===== config.mk =====
export PLATFORM = sky130hd
export DESIGN_NAME = pc_skip_and_pointer_regs
export DESIGN_NICKNAME = d
export VERILOG_FILES = /design/src/pc_skip_pkg.sv /design/src/skip_eval.sv /design/src/pc_unit.sv /design/src/pc_skip_and_pointer_regs.sv
export SDC_FILE = /design/constraint.sdc
export NUM_CORES = 1
export LEC_CHECK = 0
export BUFFER_PORTS_ARGS = -buffer_cell sky130_fd_sc_hd__buf_2
export CORE_UTILIZATION = 55
export CTS_CLUSTER_DIAMETER = 30
export DETAILED_ROUTE_END_ITERATION = 6
export HOLD_SLACK_MARGIN = 0.08
export PLACE_DENSITY = 0.83
export SYNTH_ARGS = -nofsm -noshare
export SYNTH_HDL_FRONTEND = slang
export SYNTH_SLANG_ARGS = --single-unit

===== constraint.sdc =====
create_clock -name mclk_i -period 4.4 [get_ports mclk_i]
set_clock_uncertainty 0.15 [all_clocks]
set_input_delay 0.22 -clock mclk_i [delete_from_list [all_inputs] [get_ports mclk_i]]
set_output_delay 0.22 -clock mclk_i [all_outputs]
set_load 0.05 [all_outputs]

===== src/pc_skip_pkg.sv =====
package pc_skip_pkg;

   localparam int unsigned DATA_W = 8;
   localparam int unsigned PC_W   = 13;
   localparam int unsigned PCH_W  = 5;
   localparam int unsigned ROM_W  = 16;

   localparam logic [7:0] LOW_PTR_ADDR  = 8'h80;
   localparam logic [7:0] HIGH_PTR_ADDR = 8'h81;
   localparam logic [7:0] RESULT_ADDR   = 8'h82;
   localparam logic [7:0] SEC_LOW_ADDR  = 8'h83;
   localparam logic [7:0] SEC_HIGH_ADDR = 8'h84;
   localparam logic [7:0] AUX_ADDR      = 8'h85;

   localparam logic [7:0]  AUX_RST   = 8'h00;
   localparam logic [7:0]  UNMAPPED  = 8'h00;
   localparam logic [12:0] PC_RST    = 13'h0000;
   localparam logic [12:0] STEP      = 13'h0001;
   localparam logic [12:0] SKIP_STEP = 13'h0002;
   localparam logic [7:0]  BYTE_MAX  = 8'hff;
   localparam logic [7:0]  BYTE_MIN  = 8'h00;
   localparam logic [7:0]  BYTE_ONE  = 8'h01;

   typedef enum logic [3:0] {
      op_hold,
      op_step,
      op_jump,
      compare_skip_op,
      inc_acc_skip_op,
      inc_mem_skip_op,
      dec_acc_skip_op,
      dec_mem_skip_op,
      op_add_pcl,
      op_adc_pcl,
      bank0_add_op,
      op_sub_pcl,
      op_move_pcl,
      table_lookup_op
   } op_type;

endpackage


===== src/skip_eval.sv =====
`timescale 1ns/1ps
module skip_eval (
   input  pc_skip_pkg::op_type op_i,
   input  logic [7:0]          acc_i,
   input  logic [7:0]          operand_i,
   output logic [7:0]          result_o,
   output logic                skip_o,
   output logic                to_acc_o,
   output logic                to_mem_o
);
   import pc_skip_pkg::*;

   // wrap test shared by the four counting forms
   function automatic logic wraps(input logic [7:0] v, input logic up);
      wraps = up ? (v == BYTE_MAX) : (v == BYTE_MIN);
   endfunction

   always_comb begin
      result_o = BYTE_MIN;
      skip_o   = 1'b0;
      to_acc_o = 1'b0;
      to_mem_o = 1'b0;
      case (op_i)
         compare_skip_op: begin
            skip_o = (acc_i == operand_i); // see RL1
         end
         inc_acc_skip_op: begin
            result_o = acc_i + BYTE_ONE;
            skip_o   = wraps(acc_i, 1'b1); // see RL2
            to_acc_o = 1'b1; // see RL15
         end
         inc_mem_skip_op: begin
            result_o = operand_i + BYTE_ONE;
            skip_o   = wraps(operand_i, 1'b1); // see RL2
            to_mem_o = 1'b1; // see RL15
         end
         dec_acc_skip_op: begin
            result_o = acc_i - BYTE_ONE;
            skip_o   = wraps(acc_i, 1'b0); // see RL3
            to_acc_o = 1'b1; // see RL15
         end
         dec_mem_skip_op: begin
            result_o = operand_i - BYTE_ONE;
            skip_o   = wraps(operand_i, 1'b0); // see RL3
            to_mem_o = 1'b1; // see RL15
         end
         default: begin
            skip_o = 1'b0;
         end
      endcase
   end
endmodule


===== src/pc_unit.sv =====
`timescale 1ns/1ps
module pc_unit (
   input  logic                mclk_i,
   input  logic                rst_i,
   input  logic                op_valid_i,
   input  pc_skip_pkg::op_type op_i,
   input  logic [7:0]          acc_i,
   input  logic                carry_i,
   input  logic                skip_i,
   input  logic [12:0]         jump_addr_i,
   output logic [12:0]         pc_o
);
   import pc_skip_pkg::*;

   logic [12:0] pc_q;
   logic [12:0] pc_d;
   logic [8:0]  sum;
   logic [4:0]  counter_high_byte;
   logic [7:0]  counter_low_byte;

   assign counter_high_byte  = pc_q[12:8];
   assign counter_low_byte  = pc_q[7:0];
   assign pc_o = pc_q;

   // nine-bit add so the carry into the high byte is visible
   function automatic logic [8:0] add9(input logic [7:0] a, input logic [7:0] b, input logic ci);
      add9 = {1'b0, a} + {1'b0, b} + {8'h00, ci};
   endfunction

   always_comb begin
      pc_d = pc_q;
      sum  = 9'h000;
      if (op_valid_i) begin
         case (op_i)
            op_hold: pc_d = pc_q;
            op_jump: pc_d = jump_addr_i; // see RL13
            compare_skip_op, inc_acc_skip_op, inc_mem_skip_op, dec_acc_skip_op, dec_mem_skip_op: begin
               pc_d = pc_q + (skip_i ? SKIP_STEP : STEP); // see RL1, see RL15
            end
            op_add_pcl, bank0_add_op: begin
               sum  = add9(counter_low_byte, acc_i, 1'b0);
               pc_d = {counter_high_byte + {4'h0, sum[8]}, sum[7:0]}; // see RL4
            end
            op_adc_pcl: begin
               sum  = add9(counter_low_byte, acc_i, carry_i);
               pc_d = {counter_high_byte + {4'h0, sum[8]}, sum[7:0]}; // see RL4
            end
            op_sub_pcl: begin
               // a borrow is dropped on purpose: the high byte only counts up
               pc_d = {counter_high_byte, counter_low_byte - acc_i}; // see RL5
            end
            op_move_pcl: pc_d = {counter_high_byte, acc_i}; // see RL6
            default: pc_d = pc_q + STEP; // see RL13
         endcase
      end
   end

   always_ff @(posedge mclk_i or posedge rst_i) begin
      if (rst_i) begin
         pc_q <= PC_RST; // see RL13
      end else begin
         pc_q <= pc_d;
      end
   end
endmodule


===== src/pc_skip_and_pointer_regs.sv =====
`timescale 1ns/1ps
// How it works
// RL1: compare equal to operand advances the counter by two, skipping one instruction.
// RL2: increment wrapping 0xff to 0x00 skips; result to accumulator or memory.
// RL3: decrement wrapping 0x00 to 0xff skips; result to accumulator or memory.
// RL4: adds into counter low byte carry one into the high byte.
// RL5: high byte never counts down; a borrow from the low byte is dropped.
// RL6: plain move into low byte jumps to unchanged high byte and new low.
// RL7: first pointer pair is two 8-bit read/write working registers.
// RL8: first pair indirect access: bank from high byte, location from low byte.
// RL9: second pair indirect access: bank from upper byte, location from lower.
// RL10: auxiliary 8-bit register, read/write, cleared at reset, a ROM pointer.
// RL11: second pointer pair also addresses ROM for table look-up.
// RL12: look-up puts ROM high byte in result register, low byte in accumulator.
// RL13: 13-bit counter, 5-bit high and 8-bit low, steps, loads, clears.
// RL14: pointer bytes and result register get no reset value.
// RL15: a skip drops one slot; the skip instruction's result is always written.
module pc_skip_and_pointer_regs (
   input  logic                mclk_i,
   input  logic                rst_i,
   input  logic                op_valid_i,
   input  pc_skip_pkg::op_type op_i,
   input  logic [7:0]          acc_i,
   input  logic [7:0]          operand_i,
   input  logic                carry_i,
   input  logic [12:0]         jump_addr_i,
   input  logic [15:0]         rom_word_i,
   input  logic                reg_we_i,
   input  logic [7:0]          reg_waddr_i,
   input  logic [7:0]          reg_wdata_i,
   input  logic [7:0]          reg_raddr_i,
   input  logic                ptr_sel_i,
   output logic [12:0]         pc_o,
   output logic                skip_o,
   output logic                acc_we_o,
   output logic [7:0]          acc_data_o,
   output logic                mem_we_o,
   output logic [7:0]          mem_data_o,
   output logic [7:0]          reg_rdata_o,
   output logic [7:0]          ram_bank_o,
   output logic [7:0]          ram_loc_o,
   output logic [15:0]         rom_addr_o,
   output logic [7:0]          aux_ptr_o
);
   import pc_skip_pkg::*;

   logic [7:0]  low_q;
   logic [7:0]  low_d;
   logic [7:0]  high_q;
   logic [7:0]  high_d;
   logic [7:0]  result_q;
   logic [7:0]  result_d;
   logic [7:0]  sec_low_q;
   logic [7:0]  sec_low_d;
   logic [7:0]  sec_high_q;
   logic [7:0]  sec_high_d;
   logic [7:0]  aux_q;
   logic [7:0]  aux_d;

   logic        skip_q;
   logic        skip_d;
   logic        acc_we_q;
   logic        acc_we_d;
   logic [7:0]  acc_data_q;
   logic [7:0]  acc_data_d;
   logic        mem_we_q;
   logic        mem_we_d;
   logic [7:0]  mem_data_q;
   logic [7:0]  mem_data_d;
   logic [7:0]  rdata_q;
   logic [7:0]  rdata_d;
   logic [7:0]  bank_q;
   logic [7:0]  bank_d;
   logic [7:0]  loc_q;
   logic [7:0]  loc_d;
   logic [15:0] rom_q;
   logic [15:0] rom_d;

   logic [7:0]  eval_result;
   logic        eval_skip;
   logic        eval_to_acc;
   logic        eval_to_mem;
   logic        lookup;
   op_type      op_eff;
   logic [3:0]  ptr_written_q;
   logic [3:0]  ptr_written_d;

   // an idle slot must not move the counter or fire the evaluator
   assign op_eff = op_valid_i ? op_i : op_hold;
   assign lookup = op_valid_i && (op_i == table_lookup_op);

   skip_eval u_skip_eval (
      .op_i      (op_eff),
      .acc_i     (acc_i),
      .operand_i (operand_i),
      .result_o  (eval_result),
      .skip_o    (eval_skip),
      .to_acc_o  (eval_to_acc),
      .to_mem_o  (eval_to_mem)
   );

   pc_unit u_pc_unit (
      .mclk_i      (mclk_i),
      .rst_i       (rst_i),
      .op_valid_i  (op_valid_i),
      .op_i        (op_i),
      .acc_i       (acc_i),
      .carry_i     (carry_i),
      .skip_i      (eval_skip),
      .jump_addr_i (jump_addr_i),
      .pc_o        (pc_o)
   );

   function automatic logic [7:0] read_reg(input logic [7:0] a, input logic [7:0] l, input logic [7:0] h,
                                           input logic [7:0] r, input logic [7:0] z, input logic [7:0] y,
                                           input logic [7:0] x);
      case (a)
         LOW_PTR_ADDR:  read_reg = l;
         HIGH_PTR_ADDR: read_reg = h;
         RESULT_ADDR:   read_reg = r;
         SEC_LOW_ADDR:  read_reg = z;
         SEC_HIGH_ADDR: read_reg = y;
         AUX_ADDR:      read_reg = x;
         default:       read_reg = UNMAPPED;
      endcase
   endfunction

   // working register file
   always_comb begin
      low_d      = low_q;
      high_d     = high_q;
      result_d   = result_q;
      sec_low_d  = sec_low_q;
      sec_high_d = sec_high_q;
      aux_d      = aux_q;
      if (reg_we_i) begin
         case (reg_waddr_i)
            LOW_PTR_ADDR:  low_d = reg_wdata_i; // see RL7
            HIGH_PTR_ADDR: high_d = reg_wdata_i; // see RL7
            RESULT_ADDR:   result_d = reg_wdata_i;
            SEC_LOW_ADDR:  sec_low_d = reg_wdata_i; // see RL11
            SEC_HIGH_ADDR: sec_high_d = reg_wdata_i; // see RL11
            AUX_ADDR:      aux_d = reg_wdata_i; // see RL10
            default:       aux_d = aux_q;
         endcase
      end
      // the look-up load wins over a bus write in the same cycle
      if (lookup) begin
         result_d = rom_word_i[15:8]; // see RL12
      end
   end

   // no reset here: these come up unknown and software sets them first
   always_ff @(posedge mclk_i) begin
      low_q      <= low_d; // see RL14
      high_q     <= high_d; // see RL14
      result_q   <= result_d; // see RL14
      sec_low_q  <= sec_low_d; // see RL14
      sec_high_q <= sec_high_d; // see RL14
   end

   always_ff @(posedge mclk_i or posedge rst_i) begin
      if (rst_i) begin
         aux_q <= AUX_RST; // see RL10
      end else begin
         aux_q <= aux_d;
      end
   end

   // registered answers toward the decoder and memory
   always_comb begin
      skip_d     = eval_skip;
      acc_we_d   = eval_to_acc | lookup;
      acc_data_d = lookup ? rom_word_i[7:0] : eval_result; // see RL12
      mem_we_d   = eval_to_mem; // see RL15
      mem_data_d = eval_result;
      rdata_d    = read_reg(reg_raddr_i, low_q, high_q, result_q, sec_low_q, sec_high_q, aux_q);
      if (ptr_sel_i) begin
         bank_d = sec_high_q; // see RL9
         loc_d  = sec_low_q; // see RL9
      end else begin
         bank_d = high_q; // see RL8
         loc_d  = low_q; // see RL8
      end
      rom_d = {sec_high_q, sec_low_q}; // see RL11
      // pointer bytes start unknown, so the pointer checks wait until each one was written
      ptr_written_d = ptr_written_q;
      if (reg_we_i) begin
         ptr_written_d = ptr_written_q | {reg_waddr_i == SEC_HIGH_ADDR, reg_waddr_i == SEC_LOW_ADDR,
                                          reg_waddr_i == HIGH_PTR_ADDR, reg_waddr_i == LOW_PTR_ADDR};
      end
   end

   always_ff @(posedge mclk_i or posedge rst_i) begin
      if (rst_i) begin
         skip_q     <= 1'b0;
         acc_we_q   <= 1'b0;
         acc_data_q <= BYTE_MIN;
         mem_we_q   <= 1'b0;
         mem_data_q <= BYTE_MIN;
         rdata_q    <= BYTE_MIN;
         bank_q     <= BYTE_MIN;
         loc_q      <= BYTE_MIN;
         rom_q      <= 16'h0000;
         ptr_written_q <= 4'h0;
      end else begin
         ptr_written_q <= ptr_written_d;
         skip_q     <= skip_d;
         acc_we_q   <= acc_we_d;
         acc_data_q <= acc_data_d;
         mem_we_q   <= mem_we_d;
         mem_data_q <= mem_data_d;
         rdata_q    <= rdata_d;
         bank_q     <= bank_d;
         loc_q      <= loc_d;
         rom_q      <= rom_d;
      end
   end

   assign skip_o      = skip_q;
   assign acc_we_o    = acc_we_q;
   assign acc_data_o  = acc_data_q;
   assign mem_we_o    = mem_we_q;
   assign mem_data_o  = mem_data_q;
   assign reg_rdata_o = rdata_q;
   assign ram_bank_o  = bank_q;
   assign ram_loc_o   = loc_q;
   assign rom_addr_o  = rom_q;
   assign aux_ptr_o   = aux_q;

   compare_skip_a: assert property ( // see RL1
      @(posedge mclk_i) disable iff (rst_i)
      op_valid_i && op_i == compare_skip_op && acc_i == operand_i
      |=> skip_o && pc_o == 13'($past(pc_o) + SKIP_STEP))
      else $error("compare match did not skip");

   inc_wrap_a: assert property ( // see RL2
      @(posedge mclk_i) disable iff (rst_i)
      op_valid_i && op_i == inc_acc_skip_op && acc_i == BYTE_MAX
      |=> skip_o && acc_we_o && acc_data_o == BYTE_MIN)
      else $error("increment wrap did not skip");

   dec_wrap_a: assert property ( // see RL3
      @(posedge mclk_i) disable iff (rst_i)
      op_valid_i && op_i == dec_mem_skip_op && operand_i == BYTE_MIN
      |=> skip_o && mem_we_o && mem_data_o == BYTE_MAX)
      else $error("decrement wrap did not skip");

   pcl_carry_a: assert property ( // see RL4
      @(posedge mclk_i) disable iff (rst_i)
      op_valid_i && op_i == bank0_add_op && ({1'b0, pc_o[7:0]} + {1'b0, acc_i}) > 9'h0ff
      |=> pc_o[12:8] == 5'($past(pc_o[12:8]) + 5'h01))
      else $error("low byte carry lost");

   pch_hold_a: assert property ( // see RL5
      @(posedge mclk_i) disable iff (rst_i)
      op_valid_i && op_i == op_sub_pcl
      |=> pc_o[12:8] == $past(pc_o[12:8]) && pc_o[7:0] == 8'($past(pc_o[7:0]) - $past(acc_i)))
      else $error("high byte moved on subtract");

   move_jump_a: assert property ( // see RL6
      @(posedge mclk_i) disable iff (rst_i)
      op_valid_i && op_i == op_move_pcl
      |=> pc_o == {$past(pc_o[12:8]), $past(acc_i)})
      else $error("move into low byte jumped wrong");

   ptr_route_a: assert property ( // see RL8
      @(posedge mclk_i) disable iff (rst_i)
      &ptr_written_q[1:0] && !ptr_sel_i ##1 !ptr_sel_i
      |-> ram_bank_o == $past(high_q) && ram_loc_o == $past(low_q))
      else $error("first pointer routed wrong");

   sec_route_a: assert property ( // see RL9
      @(posedge mclk_i) disable iff (rst_i)
      &ptr_written_q[3:2] && ptr_sel_i ##1 ptr_sel_i
      |-> ram_bank_o == $past(sec_high_q) && ram_loc_o == $past(sec_low_q))
      else $error("second pointer routed wrong");

   rom_ptr_a: assert property ( // see RL11
      @(posedge mclk_i) disable iff (rst_i)
      &ptr_written_q[3:2]
      |=> rom_addr_o == {$past(sec_high_q), $past(sec_low_q)})
      else $error("rom pointer formed wrong");

   high_read_a: assert property ( // see RL7
      @(posedge mclk_i) disable iff (rst_i)
      ptr_written_q[1] && reg_raddr_i == HIGH_PTR_ADDR
      |=> reg_rdata_o == $past(high_q))
      else $error("high pointer read back wrong");

   aux_clear_a: assert property ( // see RL10
      @(posedge mclk_i)
      $fell(rst_i) |-> aux_ptr_o == AUX_RST)
      else $error("auxiliary pointer not cleared");

   lookup_split_a: assert property ( // see RL12
      @(posedge mclk_i) disable iff (rst_i)
      lookup
      |=> result_q == $past(rom_word_i[15:8]) && acc_we_o && acc_data_o == $past(rom_word_i[7:0]))
      else $error("look-up split wrong");

   jump_load_a: assert property ( // see RL13
      @(posedge mclk_i) disable iff (rst_i)
      op_valid_i && op_i == op_jump |=> pc_o == $past(jump_addr_i))
      else $error("jump not loaded");

   one_slot_a: assert property ( // see RL15
      @(posedge mclk_i) disable iff (rst_i)
      op_valid_i && op_i == dec_acc_skip_op
      |=> acc_we_o && skip_o == ($past(acc_i) == BYTE_MIN)
          && (pc_o == 13'($past(pc_o) + (($past(acc_i) == BYTE_MIN) ? SKIP_STEP : STEP))))
      else $error("skip slot count or write wrong");

endmodule


==> results.cfg <==
[drt]
top_layer = met4
wl_met2_um = 10360
wl_um = 20570
ant_nets = 0
drtPass1Iterations = 5
wl_met1_um = 8106
routedWlPerCell_um = 20.62
drc_errors = 0
route.met3.wl_um = 1474
vias = 6124
vias_per_cell = 6.136
first_iter_violations = 531

[layout]
drive_above_1_share_pct = 30.72
most-common-layout-cells = 158 x buf_2, 80 x dfrtp_1, 40 x edfxtp_1
area_growth_syn_to_layout_pct = 26.69
n_antenna_cell = 0
final_common_cell = buf_2
final_util_pct = 72.14
fill_cells = 872
fin_nets = 934

[synth]
synth_ff_type = dfrtp_1
ys_seq_area_share_pct = 46.44
yosysWarnings = 0
synth_top_area_share_pct = 29.03
synth_largest_area_cell = dfrtp_1
syn_nets = 745
async_flop_share_pct = 66.67
synth.area.top_cells = dfrtp_1 29%, edfxtp_1 17%, ha_1 6.0%
synthCells = 628
ys_types = 73
synth_edf_count = 40
synth_area_um2 = 6897
syn_avg_cell_area_um2 = 10.98
ys_ff_latch = 120

[timing]
fmax_mhz = 244.2
period_needed_ps = 4095
setup_tns_ps = 0
worstMarginPinSlew_ps = 1329
whs_ps = 126.7
hold_violations = 0
post-route-period-util_pct = 93.08
finalSetupViolCount = 0
slew_headroom_pct = 10.64
rsz0062_at_grt = false
fin_ws_ps = 304.7
slew_viol_final = 0

[setup_path]
timing.rr.end = u_pc_unit.pc_o[12]
crit_buf_inv = 1
crit_type = reg -> reg
slowest_delay_ps = 560
critPathRequiredTime_ps = 4540
arrival_ps = 4240
startpoint_type = flop
crit_chain = inv_1, fa_1, nor3_2, nor3_4, xnor2_1, or4_4, nor4_2, xor2_1, ha_1, ha_1, nand3_1, xnor2_1, a221oi_1, o22ai_1
rr_worst_depth = 14
cp_slowest_cell = or4_4
r2r_start = u_pc_unit.pc_o[1]
crit_family = simple AND/OR/NAND/NOR gates
worstPathMaxFanout = 7
r2r_slack_ps = 300
endpoint_kind = flop

[min_path]
hold_path_end = high_q[4]
min_from = reg_waddr_i[2]
hold_path.class = in -> reg
min_path_cells = 2

[clock_network]
cts_max_path_buffers = 2
cts_buffers = 17
h-tree-depth = 4
ctsRootBufferMaster = clkbuf_16
cts_tree = done
clk_latency_ps = 420
clk_pin_slew_ps = 60
post_cts_buffers = 0
clock-sinks = 120

[global_route]
grt_overflow = 0
grt_usage_pct = 32.99
grt_pass1_vias = 6139
antenna_found_initial = 0
grt_pass1_wl_um = 32030
grt_start_max_net_pins = 46

[die]
die_x_um = 114.0
die-height_um = 114.0
num_rows = 40
core-area_um2 = 12110
dieArea_um2 = 12990
io_pins = 159
start_util_pct = 56.94

[power_and_ir_drop]
p_leak_nw = 4.020
total_power_mw = 3.905
peakVddDrop_mv = 0.3508
powerDensity_nw_per_um2 = 446.9

[placed_design]
dp_worst_setup_slack_ps = 366.8
place.gp.congestion = 0.9526
port_buffers = 158
dpl.hpwl_um = 14130

[status]
outcome = completed

[flow_run]
cap_violations = 0
==> state kept, by name, indices dropped and copies added, names as in the netlist <==
name            count
sec_high_q          8
acc_data_o          8
mem_we_o            1
ram_bank_o          8
sec_low_q           8
ram_loc_o           8
u_pc_unit.pc_o     13
rom_addr_o         16
low_q               8
result_q            8
reg_rdata_o         8
aux_ptr_o           8
skip_o              1
high_q              8
acc_we_o            1
mem_data_o          8
==> synth_stat cells, drive strengths merged, types with 5 or more instances <==
master  count
a211oi      9
o211ai      5
and2        5
mux4        8
mux2       32
nand2      37
buf         9
nor3       15
o21ai      24
xnor2      13
o21bai      6
a21oi      37
nor2       27
inv        35
and3        5
mux2i      13
fa          5
nor4       10
ha         33
nor2b       5
nand2b      8
dfrtp      80
a21o       13
nand4       9
or3         6
edfxtp     40
clkbuf     21
o22ai      15
xor2       13
nand3      12
==> power breakdown <==
part	switching (mW)	leakage, nW	total, mW	internal [mW]
registers	0.0911	1.37	1.30	1.21
logic	0.831	2.38	1.30	0.469
clock network	0.524	0.267	1.30	0.777
==> stage by stage <==
step                      instances  cell area [um2]
after floorplan                 628             6897
after global placement          932             7845
after detailed placement        932             7845
after CTS                       998             8737
after global routing            998             8737
final                           998             8737
==> cell families (layout without fill, tap and decap cells) <==
group / Yosys count / count (layout) / share of synthesized area (%)
compound gates: 162 / 162 / 16.15
xor+xnor: 26 / 26 / 3.302
fa+ha+maj: 38 / 38 / 7.438
buf+inv: 65 / 267 / 3.737
flops: 120 / 120 / 46.44
mux: 53 / 53 / 9.724
simple gates: 164 / 164 / 13.21
==> how the worst max path moves through the flow <==
stage	from	end	slack [ps]	cells past startpoint
after floorplan	u_pc_unit.pc_o[1]	u_pc_unit.pc_o[12]	270	14
after global placement	acc_i[0]	u_pc_unit.pc_o[12]	430	16
after detailed placement	acc_i[0]	u_pc_unit.pc_o[12]	370	16
after CTS	u_pc_unit.pc_o[1]	u_pc_unit.pc_o[12]	360	14
after global routing	u_pc_unit.pc_o[1]	u_pc_unit.pc_o[12]	40	14
final	u_pc_unit.pc_o[1]	u_pc_unit.pc_o[12]	300	14
==> layout make-up <==
cell class | count | area (um2) | area share (%)
Multi-Input combinational cell | 443 | 3448 | 39.47
Sequential cell | 120 | 3203 | 36.66
Timing Repair Buffer | 200 | 1191 | 13.63
Clock buffer | 18 | 429.2 | 4.912
Tap cell | 168 | 210.2 | 2.406
Inverter | 35 | 132.6 | 1.518
Clock inverter | 14 | 122.6 | 1.403
==> layer usage <==
layer,vias to the layer above,GRT usage [%]
li1,2751,-
met1,2964,40.11
met2,347,56.69
met3,62,6.908
met4,0,14.55
met5,-,0
==> what timing repair did <==
| item | in CTS | in global routing |
|---|---|---|
| endpoints found under the hold margin | 108 | 0 |
| hold buffers | 34 | 0 |
| resized for setup | 0 | 0 |
Power figures use the tool's default switching activity.
